### src/rtl/otg_regs_pkg.sv
// Constants, field positions and carriers for the Otg_line_control and event registers.
package otg_regs_pkg;

    // Register addresses, as six-bit command addresses.
    localparam logic [5:0] ADDR_OTG_LINE_CONTROL = 6'h0a;
    localparam logic [5:0] ADDR_RISING_ENABLE = 6'h0d;
    localparam logic [5:0] ADDR_FALLING_ENABLE = 6'h10;
    localparam logic [5:0] ADDR_LIVE_STATUS = 6'h13;
    localparam logic [5:0] ADDR_LATCHED_STATUS = 6'h14;

    // Offsets of the write, set and clear aliases from a group base.
    localparam logic [5:0] ALIAS_WRITE_OFS = 6'h00;
    localparam logic [5:0] ALIAS_SET_OFS = 6'h01;
    localparam logic [5:0] ALIAS_CLEAR_OFS = 6'h02;

    // Field positions of the OTG line control byte.
    localparam int BIT_ID_PULL_UP = 0;
    localparam int BIT_PLUS_PULL_DOWN = 1;
    localparam int BIT_MINUS_PULL_DOWN = 2;
    localparam int BIT_DISCHARGE = 3;
    localparam int BIT_CHARGE = 4;
    localparam int BIT_SUPPLY_DRIVE = 5;
    localparam int BIT_SUPPLY_DRIVE_ALT = 6;
    localparam int BIT_EXT_INDICATOR_SEL = 7;

    // Field positions of the monitored lines in enable and status bytes.
    localparam int BIT_HOST_DISCONNECT = 0;
    localparam int BIT_POWER_VALID = 1;
    localparam int BIT_SESSION_VALID = 2;
    localparam int BIT_SESSION_END = 3;
    localparam int BIT_ID_GROUNDED = 4;
    localparam int LINE_COUNT = 5;

    // Values after reset.
    localparam logic [7:0] RESET_OTG_LINE_CONTROL = 8'h06;
    localparam logic [4:0] RESET_EVENT_ENABLE = 5'h1f;
    localparam logic [4:0] RESET_LATCHED = 5'h00;
    localparam logic [7:0] RESET_READ_DATA = 8'h00;

    // Synchroniser depth for pin inputs.
    localparam int SYNC_STAGES = 2;

    // Kind of access decoded from an address within an aliased group.
    typedef enum logic [1:0] {ACC_NONE, ACC_WRITE, ACC_SET, ACC_CLEAR} access_e;

    // One register command as delivered by the interface front end.
    typedef struct packed {
        logic wr;
        logic rd;
        logic [5:0] addr;
        logic [7:0] wdata;
    } reg_req_s;

    // Answer to a register read.
    typedef struct packed {
        logic valid;
        logic [7:0] data;
    } reg_rsp_s;

endpackage : otg_regs_pkg

### src/rtl/line_level_sync.sv
// Two-stage synchroniser for the analog comparator and pin levels.
`timescale 1ns/10ps
module line_level_sync
    import otg_regs_pkg::*;
#(
    parameter int WIDTH = 6
)
(
    // Clock and reset
    input wire logic core_clk,
    input wire logic reset,
    // Levels from outside the clock domain
    input wire logic [WIDTH-1:0] raw_levels,
    // Levels safe to use in the clock domain
    output logic [WIDTH-1:0] sync_levels
);

    logic [WIDTH-1:0] meta_q;
    logic [WIDTH-1:0] stable_q;

    // The first stage feeds only the second stage.
    always_ff @(posedge core_clk or posedge reset)
    begin
        if (reset)
        begin
            meta_q <= '0;
            stable_q <= '0;
        end
        else
        begin
            meta_q <= raw_levels;
            stable_q <= meta_q;
        end
    end

    assign sync_levels = stable_q;

endmodule : line_level_sync

### src/rtl/otg_line_control_and_event_registers.sv
// OTG line control, edge event enables, live and latched line status registers.
//
// How it works
// - Otg_line_control readable thrice; write, set, clear.
// - Bit 0 drives ID pull-up, resets zero.
// - Bit 1 drives plus-line pull-down, resets one.
// - Bit 2 drives minus-line pull-down, resets one.
// - Bit 3 drives bus discharge path, resets zero.
// - Bit 4 drives bus charge path, resets zero.
// - Supply drive output is OR of bits 5,6.
// - Bit 7 selects external power-valid indicator.
// - Rising enable byte with write, set, clear.
// - Enabled low-to-high changes raise events; reset set.
// - Falling enable byte with write, set, clear.
// - Enabled high-to-low changes raise events; reset set.
// - Host-disconnect events only in host mode.
// - Live status byte is read-only.
// - Live status shows five levels, upper zero.
// - Host-disconnect status meaningful only in host mode.
// - Events set latched byte; read clears it.
`timescale 1ns/10ps
module otg_line_control_and_event_registers
    import otg_regs_pkg::*;
#(
    parameter int LINES = LINE_COUNT
)
(
    // Clock and reset
    input wire logic core_clk,
    input wire logic reset,

    // Register commands from the interface front end
    input wire reg_req_s reg_req,
    output reg_rsp_s reg_rsp,

    // Operating mode from logic on the same clock
    input wire logic host_mode,

    // Analog comparator levels and pins
    input wire logic host_disconnect_level,
    input wire logic internal_power_valid_level,
    input wire logic external_power_indicator_input,
    input wire logic session_valid_level,
    input wire logic session_end_level,
    input wire logic id_pin_grounded,

    // Analog switch controls
    output logic id_pin_pull_up_enable,
    output logic plus_line_pull_down_enable,
    output logic minus_line_pull_down_enable,
    output logic bus_power_discharge_enable,
    output logic bus_power_charge_enable,
    output logic bus_power_supply_enable,

    // Event notification towards the interface front end
    output logic line_event_pending
);

    // Decodes which alias of a three-address group an address hits.
    function automatic access_e decode_alias(input logic [5:0] addr, input logic [5:0] base);
        access_e kind;
        kind = ACC_NONE;
        if (addr == base + ALIAS_WRITE_OFS)
        begin
            kind = ACC_WRITE;
        end
        else if (addr == base + ALIAS_SET_OFS)
        begin
            kind = ACC_SET;
        end
        else if (addr == base + ALIAS_CLEAR_OFS)
        begin
            kind = ACC_CLEAR;
        end
        return kind;
    endfunction : decode_alias

    // Applies a plain, set or clear write to a stored value.
    function automatic logic [7:0] apply_write(input logic [7:0] cur, input logic [7:0] wdata,
                                               input access_e kind);
        logic [7:0] nxt;
        nxt = cur;
        unique case (kind)
            ACC_NONE: nxt = cur;
            ACC_WRITE: nxt = wdata;
            ACC_SET: nxt = cur | wdata;
            ACC_CLEAR: nxt = cur & ~wdata;
        endcase
        return nxt;
    endfunction : apply_write

    // Stored registers.
    logic [7:0] otg_line_control_q;
    logic [7:0] otg_line_control_d;
    logic [LINES-1:0] rise_enable_q;
    logic [LINES-1:0] fall_enable_q;
    logic [LINES-1:0] latched_q;
    logic [LINES-1:0] latched_d;
    logic [LINES-1:0] levels_prev_q;
    logic supply_enable_q;
    logic pending_q;
    logic rsp_valid_q;
    logic [7:0] rsp_data_q;

    // Decoded accesses.
    access_e otg_kind;
    access_e rise_kind;
    access_e fall_kind;
    logic [7:0] rise_next;
    logic [7:0] fall_next;

    // Synchronised pin levels and the monitored line vector.
    logic [5:0] raw_pins;
    logic [5:0] pin_levels;
    logic power_valid_selected;
    logic [LINES-1:0] line_levels;
    logic [LINES-1:0] rise_events;
    logic [LINES-1:0] fall_events;
    logic [LINES-1:0] line_events;
    logic [LINES-1:0] mode_mask;
    logic [7:0] live_status;
    logic [7:0] read_value;

    assign raw_pins = {external_power_indicator_input, id_pin_grounded, session_end_level,
                       session_valid_level, internal_power_valid_level,
                       host_disconnect_level};

    line_level_sync #(
        .WIDTH(6)
    ) u_line_level_sync (
        .core_clk(core_clk),
        .reset(reset),
        .raw_levels(raw_pins),
        .sync_levels(pin_levels)
    );

    // Choose internal comparator or external indicator as power valid.
    assign power_valid_selected = otg_line_control_q[BIT_EXT_INDICATOR_SEL] ? pin_levels[5]
                                                                        : pin_levels[1];

    always_comb
    begin
        line_levels = pin_levels[LINES-1:0];
        line_levels[BIT_POWER_VALID] = power_valid_selected;
    end

    // Host disconnect only counts while in host mode.
    always_comb
    begin
        mode_mask = '1;
        mode_mask[BIT_HOST_DISCONNECT] = host_mode;
    end

    // Edge detection against the previous sampled level.
    always_ff @(posedge core_clk or posedge reset)
    begin
        if (reset)
        begin
            levels_prev_q <= '0;
        end
        else
        begin
            levels_prev_q <= line_levels;
        end
    end

    assign rise_events = line_levels & ~levels_prev_q & rise_enable_q & mode_mask;
    assign fall_events = ~line_levels & levels_prev_q & fall_enable_q & mode_mask;
    assign line_events = rise_events | fall_events;

    // Address decode for the three aliased groups.
    assign otg_kind = reg_req.wr ? decode_alias(reg_req.addr, ADDR_OTG_LINE_CONTROL)
                                 : ACC_NONE;
    assign rise_kind = reg_req.wr ? decode_alias(reg_req.addr, ADDR_RISING_ENABLE)
                                  : ACC_NONE;
    assign fall_kind = reg_req.wr ? decode_alias(reg_req.addr, ADDR_FALLING_ENABLE)
                                  : ACC_NONE;

    assign otg_line_control_d = apply_write(otg_line_control_q, reg_req.wdata, otg_kind);
    assign rise_next = apply_write({3'h0, rise_enable_q}, reg_req.wdata, rise_kind);
    assign fall_next = apply_write({3'h0, fall_enable_q}, reg_req.wdata, fall_kind);

    // OTG line control byte.
    always_ff @(posedge core_clk or posedge reset)
    begin
        if (reset)
        begin
            otg_line_control_q <= RESET_OTG_LINE_CONTROL;
        end
        else
        begin
            otg_line_control_q <= otg_line_control_d;
        end
    end

    // Supply drive combines the two drive bits into one registered output.
    always_ff @(posedge core_clk or posedge reset)
    begin
        if (reset)
        begin
            supply_enable_q <= 1'b0;
        end
        else
        begin
            supply_enable_q <= otg_line_control_d[BIT_SUPPLY_DRIVE]
                               | otg_line_control_d[BIT_SUPPLY_DRIVE_ALT];
        end
    end

    // Rising edge event enables; reserved upper bits are not stored.
    always_ff @(posedge core_clk or posedge reset)
    begin
        if (reset)
        begin
            rise_enable_q <= RESET_EVENT_ENABLE;
        end
        else
        begin
            rise_enable_q <= rise_next[LINES-1:0];
        end
    end

    // Falling edge event enables; reserved upper bits are not stored.
    always_ff @(posedge core_clk or posedge reset)
    begin
        if (reset)
        begin
            fall_enable_q <= RESET_EVENT_ENABLE;
        end
        else
        begin
            fall_enable_q <= fall_next[LINES-1:0];
        end
    end

    // Latched events: a new event wins over the clear caused by a read.
    always_comb
    begin
        latched_d = latched_q;
        if (reg_req.rd && reg_req.addr == ADDR_LATCHED_STATUS)
        begin
            latched_d = '0;
        end
        latched_d = latched_d | line_events;
    end

    always_ff @(posedge core_clk or posedge reset)
    begin
        if (reset)
        begin
            latched_q <= RESET_LATCHED;
        end
        else
        begin
            latched_q <= latched_d;
        end
    end

    // Pending flag follows the next latched byte, so it rises with the latch.
    always_ff @(posedge core_clk or posedge reset)
    begin
        if (reset)
        begin
            pending_q <= 1'b0;
        end
        else
        begin
            pending_q <= |latched_d;
        end
    end

    // Live status shows current levels; writes to it have no target.
    always_comb
    begin
        live_status = 8'h00;
        live_status[LINES-1:0] = line_levels & mode_mask;
    end

    // Read multiplexer; unmapped addresses read as zero.
    always_comb
    begin
        read_value = 8'h00;
        if (decode_alias(reg_req.addr, ADDR_OTG_LINE_CONTROL) != ACC_NONE)
        begin
            read_value = otg_line_control_q;
        end
        else if (decode_alias(reg_req.addr, ADDR_RISING_ENABLE) != ACC_NONE)
        begin
            read_value = {3'h0, rise_enable_q};
        end
        else if (decode_alias(reg_req.addr, ADDR_FALLING_ENABLE) != ACC_NONE)
        begin
            read_value = {3'h0, fall_enable_q};
        end
        else if (reg_req.addr == ADDR_LIVE_STATUS)
        begin
            read_value = live_status;
        end
        else if (reg_req.addr == ADDR_LATCHED_STATUS)
        begin
            read_value = {3'h0, latched_q};
        end
    end

    // Read answer flag, registered one cycle after the request.
    always_ff @(posedge core_clk or posedge reset)
    begin
        if (reset)
        begin
            rsp_valid_q <= 1'b0;
        end
        else
        begin
            rsp_valid_q <= reg_req.rd;
        end
    end

    // Read data is captured on a read and held until the next one.
    always_ff @(posedge core_clk or posedge reset)
    begin
        if (reset)
        begin
            rsp_data_q <= RESET_READ_DATA;
        end
        else if (reg_req.rd)
        begin
            rsp_data_q <= read_value;
        end
    end

    // Outputs straight from flip-flops.
    assign reg_rsp = {rsp_valid_q, rsp_data_q};
    assign id_pin_pull_up_enable = otg_line_control_q[BIT_ID_PULL_UP];
    assign plus_line_pull_down_enable = otg_line_control_q[BIT_PLUS_PULL_DOWN];
    assign minus_line_pull_down_enable = otg_line_control_q[BIT_MINUS_PULL_DOWN];
    assign bus_power_discharge_enable = otg_line_control_q[BIT_DISCHARGE];
    assign bus_power_charge_enable = otg_line_control_q[BIT_CHARGE];
    assign bus_power_supply_enable = supply_enable_q;
    assign line_event_pending = pending_q;

endmodule : otg_line_control_and_event_registers

### config.mk
export PLATFORM = sky130hd
export DESIGN_NAME = otg_line_control_and_event_registers
export DESIGN_NICKNAME = d
export VERILOG_FILES = /design/src/rtl/otg_regs_pkg.sv /design/src/rtl/line_level_sync.sv /design/src/rtl/otg_line_control_and_event_registers.sv
export SDC_FILE = /design/constraint.sdc
export NUM_CORES = 1
export LEC_CHECK = 0
export BUFFER_PORTS_ARGS = -buffer_cell sky130_fd_sc_hd__buf_2
export CAP_MARGIN = 20
export CORE_MARGIN = 8
export CORE_UTILIZATION = 50
export CTS_CLUSTER_SIZE = 14
export DETAILED_ROUTE_END_ITERATION = 10
export PLACE_DENSITY_LB_ADDON = 0.25
export SYNTH_ARGS = -nofsm -noshare
export SYNTH_HDL_FRONTEND = slang
export SYNTH_HIERARCHICAL = 1
export SYNTH_SLANG_ARGS = --single-unit
### constraint.sdc
create_clock -name core_clk -period 1.8 [get_ports core_clk]
set_clock_uncertainty 0.2 [all_clocks]
set_input_delay 0.18 -clock core_clk [delete_from_list [all_inputs] [get_ports core_clk]]
set_output_delay 0.18 -clock core_clk [all_outputs]
set_load 0.03 [all_outputs]
==> metrics list, run 1 <==
- Share of cells above drive strength 1: 36.8%
- Delay of the slowest critical-path stage: 0.51 ns
* Final-report hold violation count: 0
* Element type at the critical path end: flip-flop
* Core footprint: 4410 µm²
- Starting density of the core: 52.3%
- Setup violations remaining at the end of the flow were counted as 1.
* Number of sinks on the clock net: 51
- For this run, the detailed router's first-pass iteration total came to 4.
- After synthesis, the share of flip-flops with an asynchronous set or reset is 100%.
* Synthesized area: 2310 µm²
- Clock group share of total power: 26.7%
- Yosys mapped the design onto 49 distinct sky130hd cell types.
- The critical path contains buffers and inverters numbering 0 combined.
- Per report_power, the sequential group accounts for 54.9% of the total.
- In this run the vertical extent of the chip is 83.9 µm.
* Wirelength, routed: 5590 µm
- Clock network latency to the later pin of the worst-skew pair: 0.31 ns
- Pin placement for this block handled 41 I/O pins.
- Worst endpoint data arrival time: 1.80 ns
- Counting every instance in the synthesized netlist gives 204.
- Dividing total power by cell area gives a power density of 820 nW/µm².
- CP delay by family, top: simple AND/OR/NAND/NOR gates
* Vias per cell: 5.59
- Portion of total power attributed to combinational logic: 18.4%
- Global routing used 16.0% of the available tracks across all layers.
- The signal on the critical path passes through nor2_1 > a21oi_1 > or3_1 > or4_1.
* Net switching power of the design: 0.000703 W
- 0 antenna diodes ended up in the layout.
* Initial antenna violation count: 0
- Leaving out fill and tap cells, the most frequent cell in the layout is sky130_fd_sc_hd__buf_2.
- Summed over all layers, the global routing overflow is 0.
- Worst hold path cell count: 2
- VDD IR-drop max: 0.000576 V
* Number of pins exceeding their max-slew limit in the final report: 0
- Number of synthesized flops with an enable pin: 0
- The checks that failed: negative setup slack.
* Via count of the first global-routing pass: 1975
* Final min period: 1.82 ns
* Final weighted congestion in routability-driven placement: 0.926
- Via count: 1899
- Clock transition at the register clock pins on the worst setup and hold paths after CTS: 0.10 ns
- Entering global routing, the biggest net connects 40 pins.
- Yosys printed 6 warnings.
* Period Utilization, post-route: 101%
* Portion of the post-synthesis area used by sequential elements: 56.0%
- Critical path startpoint category: flip-flop
- Worst-case setup margin in the final layout: -0.0157 ns
- Die outline area: 7040 µm²
- Register-to-Register Path Depth: 4
- Max-cap violations in this run came to 0.
- Synthesized Nets: 229
* First-pass GRT wire length: 9270 µm
- FMAX: 551 MHz
- The count of buffers added on input and output ports is 40.
- Each instance of the synthesized netlist takes up on average 11.3 µm².
- Worst hold margin: 0.0288 ns
* Clock Tree Buf Depth: 2
* Slowest cell on crit path: sky130_fd_sc_hd__or4_1
- Cell leakage power: 1.34 nW
- CP Max Fanout: 3
- In the final design database the tool counted 312 nets.
* Violation count after the first detailed-route iteration: 123
- In the synthesized netlist the dominant register cell turns out to be sky130_fd_sc_hd__dfrtp_1.
* Area growth syn-to-layout: 30.2%
* DRC viols: 0
- Net switching is 28.5% of the power.
- The top cell types in the final layout, fill and taps aside, are 40 x sky130_fd_sc_hd__buf_2, 39 x sky130_fd_sc_hd__dfrtp_1, 29 x sky130_fd_sc_hd__buf_4.
- Clock H-tree levels: 2
* Max-slew headroom: 68.5%
- Root buffer selected by CTS: sky130_fd_sc_hd__clkbuf_8
- Hold crit path type: in -> reg
* Required time at the worst-slack endpoint: 1.78 ns
- Setup slack on the worst reg-to-reg path comes out at -0.02 ns.
- Die span in x: 83.9 µm
- In this run the number of cells on the critical path is 4.
- The flow ran to the end, but the final reports show violations.
- Slew @ Worst Pin: 0.472 ns
- In the final routed layout, each cell accounts on average for 16.4 µm.
- Post-route antenna net violation count: 0
- Setup repair after global routing missed its margin: true
- Row count: 24
- TritonCTS built the clock tree.
- CP Class: reg -> reg
* Total Neg Setup Slack: -0.0157 ns
- Internal power component: 0.00176 W
* DPL Wire Length: 4200 µm
* TritonCTS buffer count: 5
* Total of flip-flops plus latches after synthesis: 51
-- synth_stat cells (2+ instances only) --
library cell | count | share of area (%)
sky130_fd_sc_hd__nand2_1 | 13 | 2.1
sky130_fd_sc_hd__nor2_1 | 8 | 1.3
sky130_fd_sc_hd__or3_1 | 2 | 0.54
sky130_fd_sc_hd__a21bo_2 | 2 | 0.87
sky130_fd_sc_hd__and3_1 | 2 | 0.54
sky130_fd_sc_hd__o31ai_1 | 5 | 1.6
sky130_fd_sc_hd__mux2_2 | 3 | 1.5
sky130_fd_sc_hd__dfstp_2 | 12 | 14
sky130_fd_sc_hd__dfrtp_1 | 39 | 42
sky130_fd_sc_hd__a221oi_1 | 4 | 1.5
sky130_fd_sc_hd__nand4_1 | 5 | 1.4
sky130_fd_sc_hd__nand2b_1 | 2 | 0.54
sky130_fd_sc_hd__a22o_1 | 13 | 4.9
sky130_fd_sc_hd__nor3b_2 | 2 | 1.1
sky130_fd_sc_hd__o21ai_0 | 21 | 4.6
sky130_fd_sc_hd__a31oi_1 | 5 | 1.4
sky130_fd_sc_hd__nor2b_1 | 5 | 1.4
sky130_fd_sc_hd__nand3b_1 | 7 | 2.3
sky130_fd_sc_hd__inv_1 | 8 | 1.3
sky130_fd_sc_hd__nand3_1 | 8 | 1.7
sky130_fd_sc_hd__buf_4 | 3 | 0.98
sky130_fd_sc_hd__a21o_1 | 3 | 0.98
sky130_fd_sc_hd__a21oi_1 | 4 | 0.87
sky130_fd_sc_hd__clkbuf_1 | 3 | 0.49
-- final cells by class --
class	instances	area [µm²]
fillers	340	1410
repair buffers	84	568
well taps	52	65.1
multi-input cells	137	960
inverters	8	30.0
clock inverters	3	20.0
flip-flops and latches	51	1290
clock buffers	5	68.8
-- timing repair --
item / CTS / global route
hold buffers: 15 / 0
setup buffers: 3 / 0
gates resized for setup: 4 / 2
hold endpoints to repair: 63 / 0
setup endpoints to repair: 1 / 2
pin swaps: 1 / 1
-- cell families (layout without fill, tap and decap cells) --
kind of cell / count (synthesis) / in the layout / synth area share [%]
AOI/OAI and AO/OA: 67 / 67 / 20.4
and+or+nand+nor: 66 / 66 / 18.5
buffers and inverters: 16 / 100 / 3.20
DFF: 51 / 51 / 56.0
muxes: 4 / 4 / 1.90
-- per-layer routing --
metal	vias up	track usage, %	share of wire (%)
li1	926	-	-
met1	916	19.1	45
met2	47	26.2	48
met3	10	5.18	4.7
met4	0	5.65	1.7
met5	-	0	0
-- path summary, 6_finish.rpt --
path | end | startpoint
max | line_event_pending$_DFF_PP0_ | latched_q[3]$_DFF_PP0_
min | rsp_valid_q$_DFF_PP0_ | reg_req[14]
max reg2reg | line_event_pending$_DFF_PP0_ | latched_q[3]$_DFF_PP0_
min reg2reg | u_line_level_sync/sync_levels[5]$_DFF_PP0_ | u_line_level_sync/meta_q[5]$_DFF_PP0_
max in group asynchronous | fall_enable_q[1]$_DFFE_PP1P_ | reset
min in group asynchronous | u_line_level_sync/sync_levels[2]$_DFF_PP0_ | reset
-- power by group through the flow --
stage	Combinational, W	Clock [W]	Sequential [W]
after global placement	0.000404	0	0.00137
after global routing	0.000491	0.000717	0.00137
after floorplan	0.000198	0	0.00141
after CTS	0.000452	0.000674	0.00135
after detailed placement	0.000412	0	0.00137
final	0.000454	0.000657	0.00135
-- metrics by stage --
stage	setup slack (ns)	total power [W]	cells	instance area, µm²	util, %
detailed placement	-0.0629	0.00178	314	2720	61.7
global placement	-0.0886	0.00177	314	2720	61.7
floorplan	0.00269	0.00161	204	2310	-
finish	-0.0157	0.00246	340	3000	68.0
CTS	0.00705	0.00248	340	2990	67.8
global route	-0.0567	0.00257	340	3000	68.0
-- registers in the layout (all words and copies together), names as in the netlist --
signal                         count
otg_line_control_q                 8
rise_enable_q                      5
fall_enable_q                      5
u_line_level_sync/meta_q           6
latched_q                          5
u_line_level_sync/sync_levels      6
rsp_data_q                         8
rsp_valid_q                        1
line_event_pending                 1
levels_prev_q                      5
bus_power_supply_enable            1
Power figures use the tool's default switching activity.
==> run 2, diff against run 1 <==
--- a/config.mk
+++ b/config.mk
@@ -7,8 +7,10 @@
 export LEC_CHECK = 0
 export BUFFER_PORTS_ARGS = -buffer_cell sky130_fd_sc_hd__buf_2
 export CAP_MARGIN = 20
+export CORE_ASPECT_RATIO = 0.8
 export CORE_MARGIN = 8
 export CORE_UTILIZATION = 50
+export CTS_BUF_LIST = sky130_fd_sc_hd__clkbuf_4 sky130_fd_sc_hd__clkbuf_8 sky130_fd_sc_hd__clkbuf_16
 export CTS_CLUSTER_SIZE = 14
 export DETAILED_ROUTE_END_ITERATION = 10
 export PLACE_DENSITY_LB_ADDON = 0.25
==> metrics list, run 2 (synthesis gave the netlist of run 1 again) <==
- The initial antenna violation count came to 0 (unchanged).
- The min-delay analysis places its worst path in the category in -> reg.
- The ratio of final minimum period to clock period came to 98.9% (-2.0 points).
- The die width is 91.9 µm (+9.5%).
- Via count: 1920 (+1.1%)
- Power per cell area: 806 nW/µm² (-1.7%)
- Clock transition at the register clock pins on the worst setup and hold paths after CTS: 0.09 ns (about the same)
- Number of sinks on the clock net: 51 (unchanged)
- Vias per cell: 5.50 (-1.5%)
* Clock Tree Buf Depth: 2 (unchanged)
- The total number of nets in the final design is 313 (+0.32%).
* Hold Startpoint: reg_req[15]
- Slowest cell on crit path: sky130_fd_sc_hd__or4_4
- The area enclosed by the die boundary came to 7060 µm² (+0.19%).
* Avg WL per Cell: 16.2 µm (-1.4%)
* Leading cell type in the layout, fill and taps excluded: sky130_fd_sc_hd__buf_2
- The H-tree depth came to 2 (unchanged).
- The worst setup path is launched from a flip-flop.
* Final Setup Violations: 0 (-1)
- The data arrival at the endpoint of the critical path was 1.75 ns (-0.05 ns).
* Starting density of the core: 51.1% (-1.2 points)
- The clock network latency to the later pin of the worst-skew pair came to 0.30 ns (about the same).
* Placed cell area: 2740 µm² (+0.46%)
- The HPWL reported at the end of detailed placement came to 4190 µm (-0.29%).
- The static leakage came to 1.35 nW (+1.3%).
* Core footprint: 4510 µm² (+2.3%)
- Setup repair after global routing missed its margin: true
- Element type at the critical path end: flip-flop
- Final-report hold violation count: 0 (unchanged)
* FMAX: 562 MHz (+2.0%)
* TritonCTS buffer count: 5 (unchanged)
* Via count of the first global-routing pass: 1979 (+0.20%)
- Clock tree from TritonCTS: yes
- WHS Endpoint: rise_enable_q[0]$_DFFE_PP1P_
- The largest net degree at the start of global routing was 40 (unchanged).
- The total power was 0.00246 W (-0.19%).
- The accumulated negative setup slack is 0 ns (+0.0157 ns).
* Non-filler instance count after layout: 349 (+2.6%)
- Number of pins exceeding their max-slew limit in the final report: 0 (unchanged)
- The total routing resource utilization after global routing is 16.4% (+0.35 points).
* Slew @ Worst Pin: 0.488 ns (+0.0164 ns)
- The top-level I/O count was 41 (unchanged).
- The post-layout minimum cycle time came to 1.78 ns (-0.0360 ns).
* Diodes inserted: 0 (unchanged)
- The largest registers in the layout are otg_line_control_q (8), rsp_data_q (8).
- The number of DRC markers after the initial detailed-route iteration came to 135 (+9.8%).
* First-pass GRT wire length: 9390 µm (+1.3%)
* GRT Residual Overflow: 0 (unchanged)
- The total iterations of the first detailed-routing run was 4 (unchanged).
* Required time at the worst-slack endpoint: 1.77 ns (about the same)
- The proportion of layout cells with a drive suffix above 1 was 37.4% (+0.56 points).
- Wirelength, routed: 5660 µm (+1.2%)
* DRC viols: 0 (unchanged)
- The maximum vdd ir drop came to 0.000652 V (+13%).
- The max-capacitance violation count was 0 (unchanged).
- Launch instance of the worst register-to-register path: otg_line_control_q[7]$_DFFE_PP0P_
- Run status: complete, no violations
* Internal reg-to-reg setup slack: 0.02 ns (+0.04 ns)
* Fin area: 3050 µm² (+1.5%)
- The worst register-to-register path ends at line_event_pending$_DFF_PP0_.
* CP Max Fanout: 3 (unchanged)
* Cells along the critical path: mux2i_2 > nor3_1 > a211o_1 > or4_4
- The top cell types in the final layout, fill and taps aside, are 40 x sky130_fd_sc_hd__buf_2, 39 x sky130_fd_sc_hd__dfrtp_1, 28 x sky130_fd_sc_hd__buf_4.
* Row count: 22 (-8.3%)
- The worst hold path depth is 3 (+1).
- The tree is rooted in a sky130_fd_sc_hd__clkbuf_8.
- The worst setup path is of the reg -> reg kind.
- Area growth syn-to-layout: 32.2%
* Final weighted congestion in routability-driven placement: 0.866 (-6.4%)
* Max-slew headroom: 67.4% (-1.1 points)
* Register-to-Register Path Depth: 4 (unchanged)
- Count of input and output buffers: 40 (unchanged)
* Overall die height: 76.8 µm (-8.5%)
- Utilization after layout: 67.5% (-0.48 points)
- The largest stage delay on the critical path was 0.43 ns (-0.08 ns).
- The final antenna-violating net count was 0 (unchanged).
- The number of placed instances with taps included is 319 (+1.6%).
run 2: cell types whose count changed in the layout (fill, tap and decap cells not counted):
| cell | change |
|---|---|
| sky130_fd_sc_hd__or4_4 | +1 |
| sky130_fd_sc_hd__buf_4 | -1 |
| sky130_fd_sc_hd__clkinvlp_4 | -1 |
| sky130_fd_sc_hd__or4_1 | -1 |
| sky130_fd_sc_hd__clkbuf_4 | +1 |
| sky130_fd_sc_hd__buf_12 | +2 |
run 2: worst max path at each step:
| stage | start | endpoint | slack, ns | cells after the start |
|---|---|---|---|---|
| 3_3_place_gp | reg_req[9] | line_event_pending$_DFF_PP0_ | -0.1 | 5 |
| 4_1_cts | u_line_level_sync/sync_levels[3]$_DFF_PP0_ | line_event_pending$_DFF_PP0_ | 0.004 | 4 |
| 2_1_floorplan | otg_line_control_q[7]$_DFFE_PP0P_ | line_event_pending$_DFF_PP0_ | 0.003 | 4 |
| 6_report | otg_line_control_q[7]$_DFFE_PP0P_ | line_event_pending$_DFF_PP0_ | 0.02 | 4 |
| 3_5_place_dp | reg_req[9] | line_event_pending$_DFF_PP0_ | -0.11 | 5 |
| 5_1_grt | u_line_level_sync/sync_levels[3]$_DFF_PP0_ | line_event_pending$_DFF_PP0_ | -0.02 | 4 |
run 2: cell type report:
cell class,instances,area (µm²)
clock buffers,6,76.3
repair buffers,85,601
clock inverters,2,12.5
fillers,366,1470
inverters,8,30.0
well taps,60,75.1
flip-flops and latches,51,1290
multi-input cells,137,963
run 2: where the power goes:
part / internal, W / total [W] / switching, W
clock network: 0.000287 / 0.000640 / 0.000353
registers: 0.00128 / 0.00135 / 0.0000781
logic: 0.000219 / 0.000464 / 0.000245
run 2: layer usage:
layer | track usage, % | routed length (µm)
met1 | 21.3 | 2620
met2 | 26.1 | 2680
met3 | 4.67 | 308
met4 | 4.01 | 51
met5 | 0 | 0
run 2: timing repair:
action | CTS | global route
buffers inserted | 3 | 4
setup endpoints to repair | 1 | 2
hold buffers | 15 | 0
hold endpoints to repair | 60 | 0
pin swaps | 3 | 3
resized for setup | 5 | 2
run 2: per-stage QoR:
step | setup slack [ns] | hold slack [ns]
CTS | 0.00385 | 0.00952
floorplan | 0.00269 | -0.155
global placement | -0.0953 | 0.00483
global route | -0.0249 | 0.0289
finish | 0.0203 | 0.0217
detailed placement | -0.105 | 0.0125
run 2: worst max-delay path, delay by kind of cell (launching register included):
kind	cells	cell delay [ns]
compound gates	1	0.30
flops	1	0.39
mux	1	0.26
simple gates	2	0.51
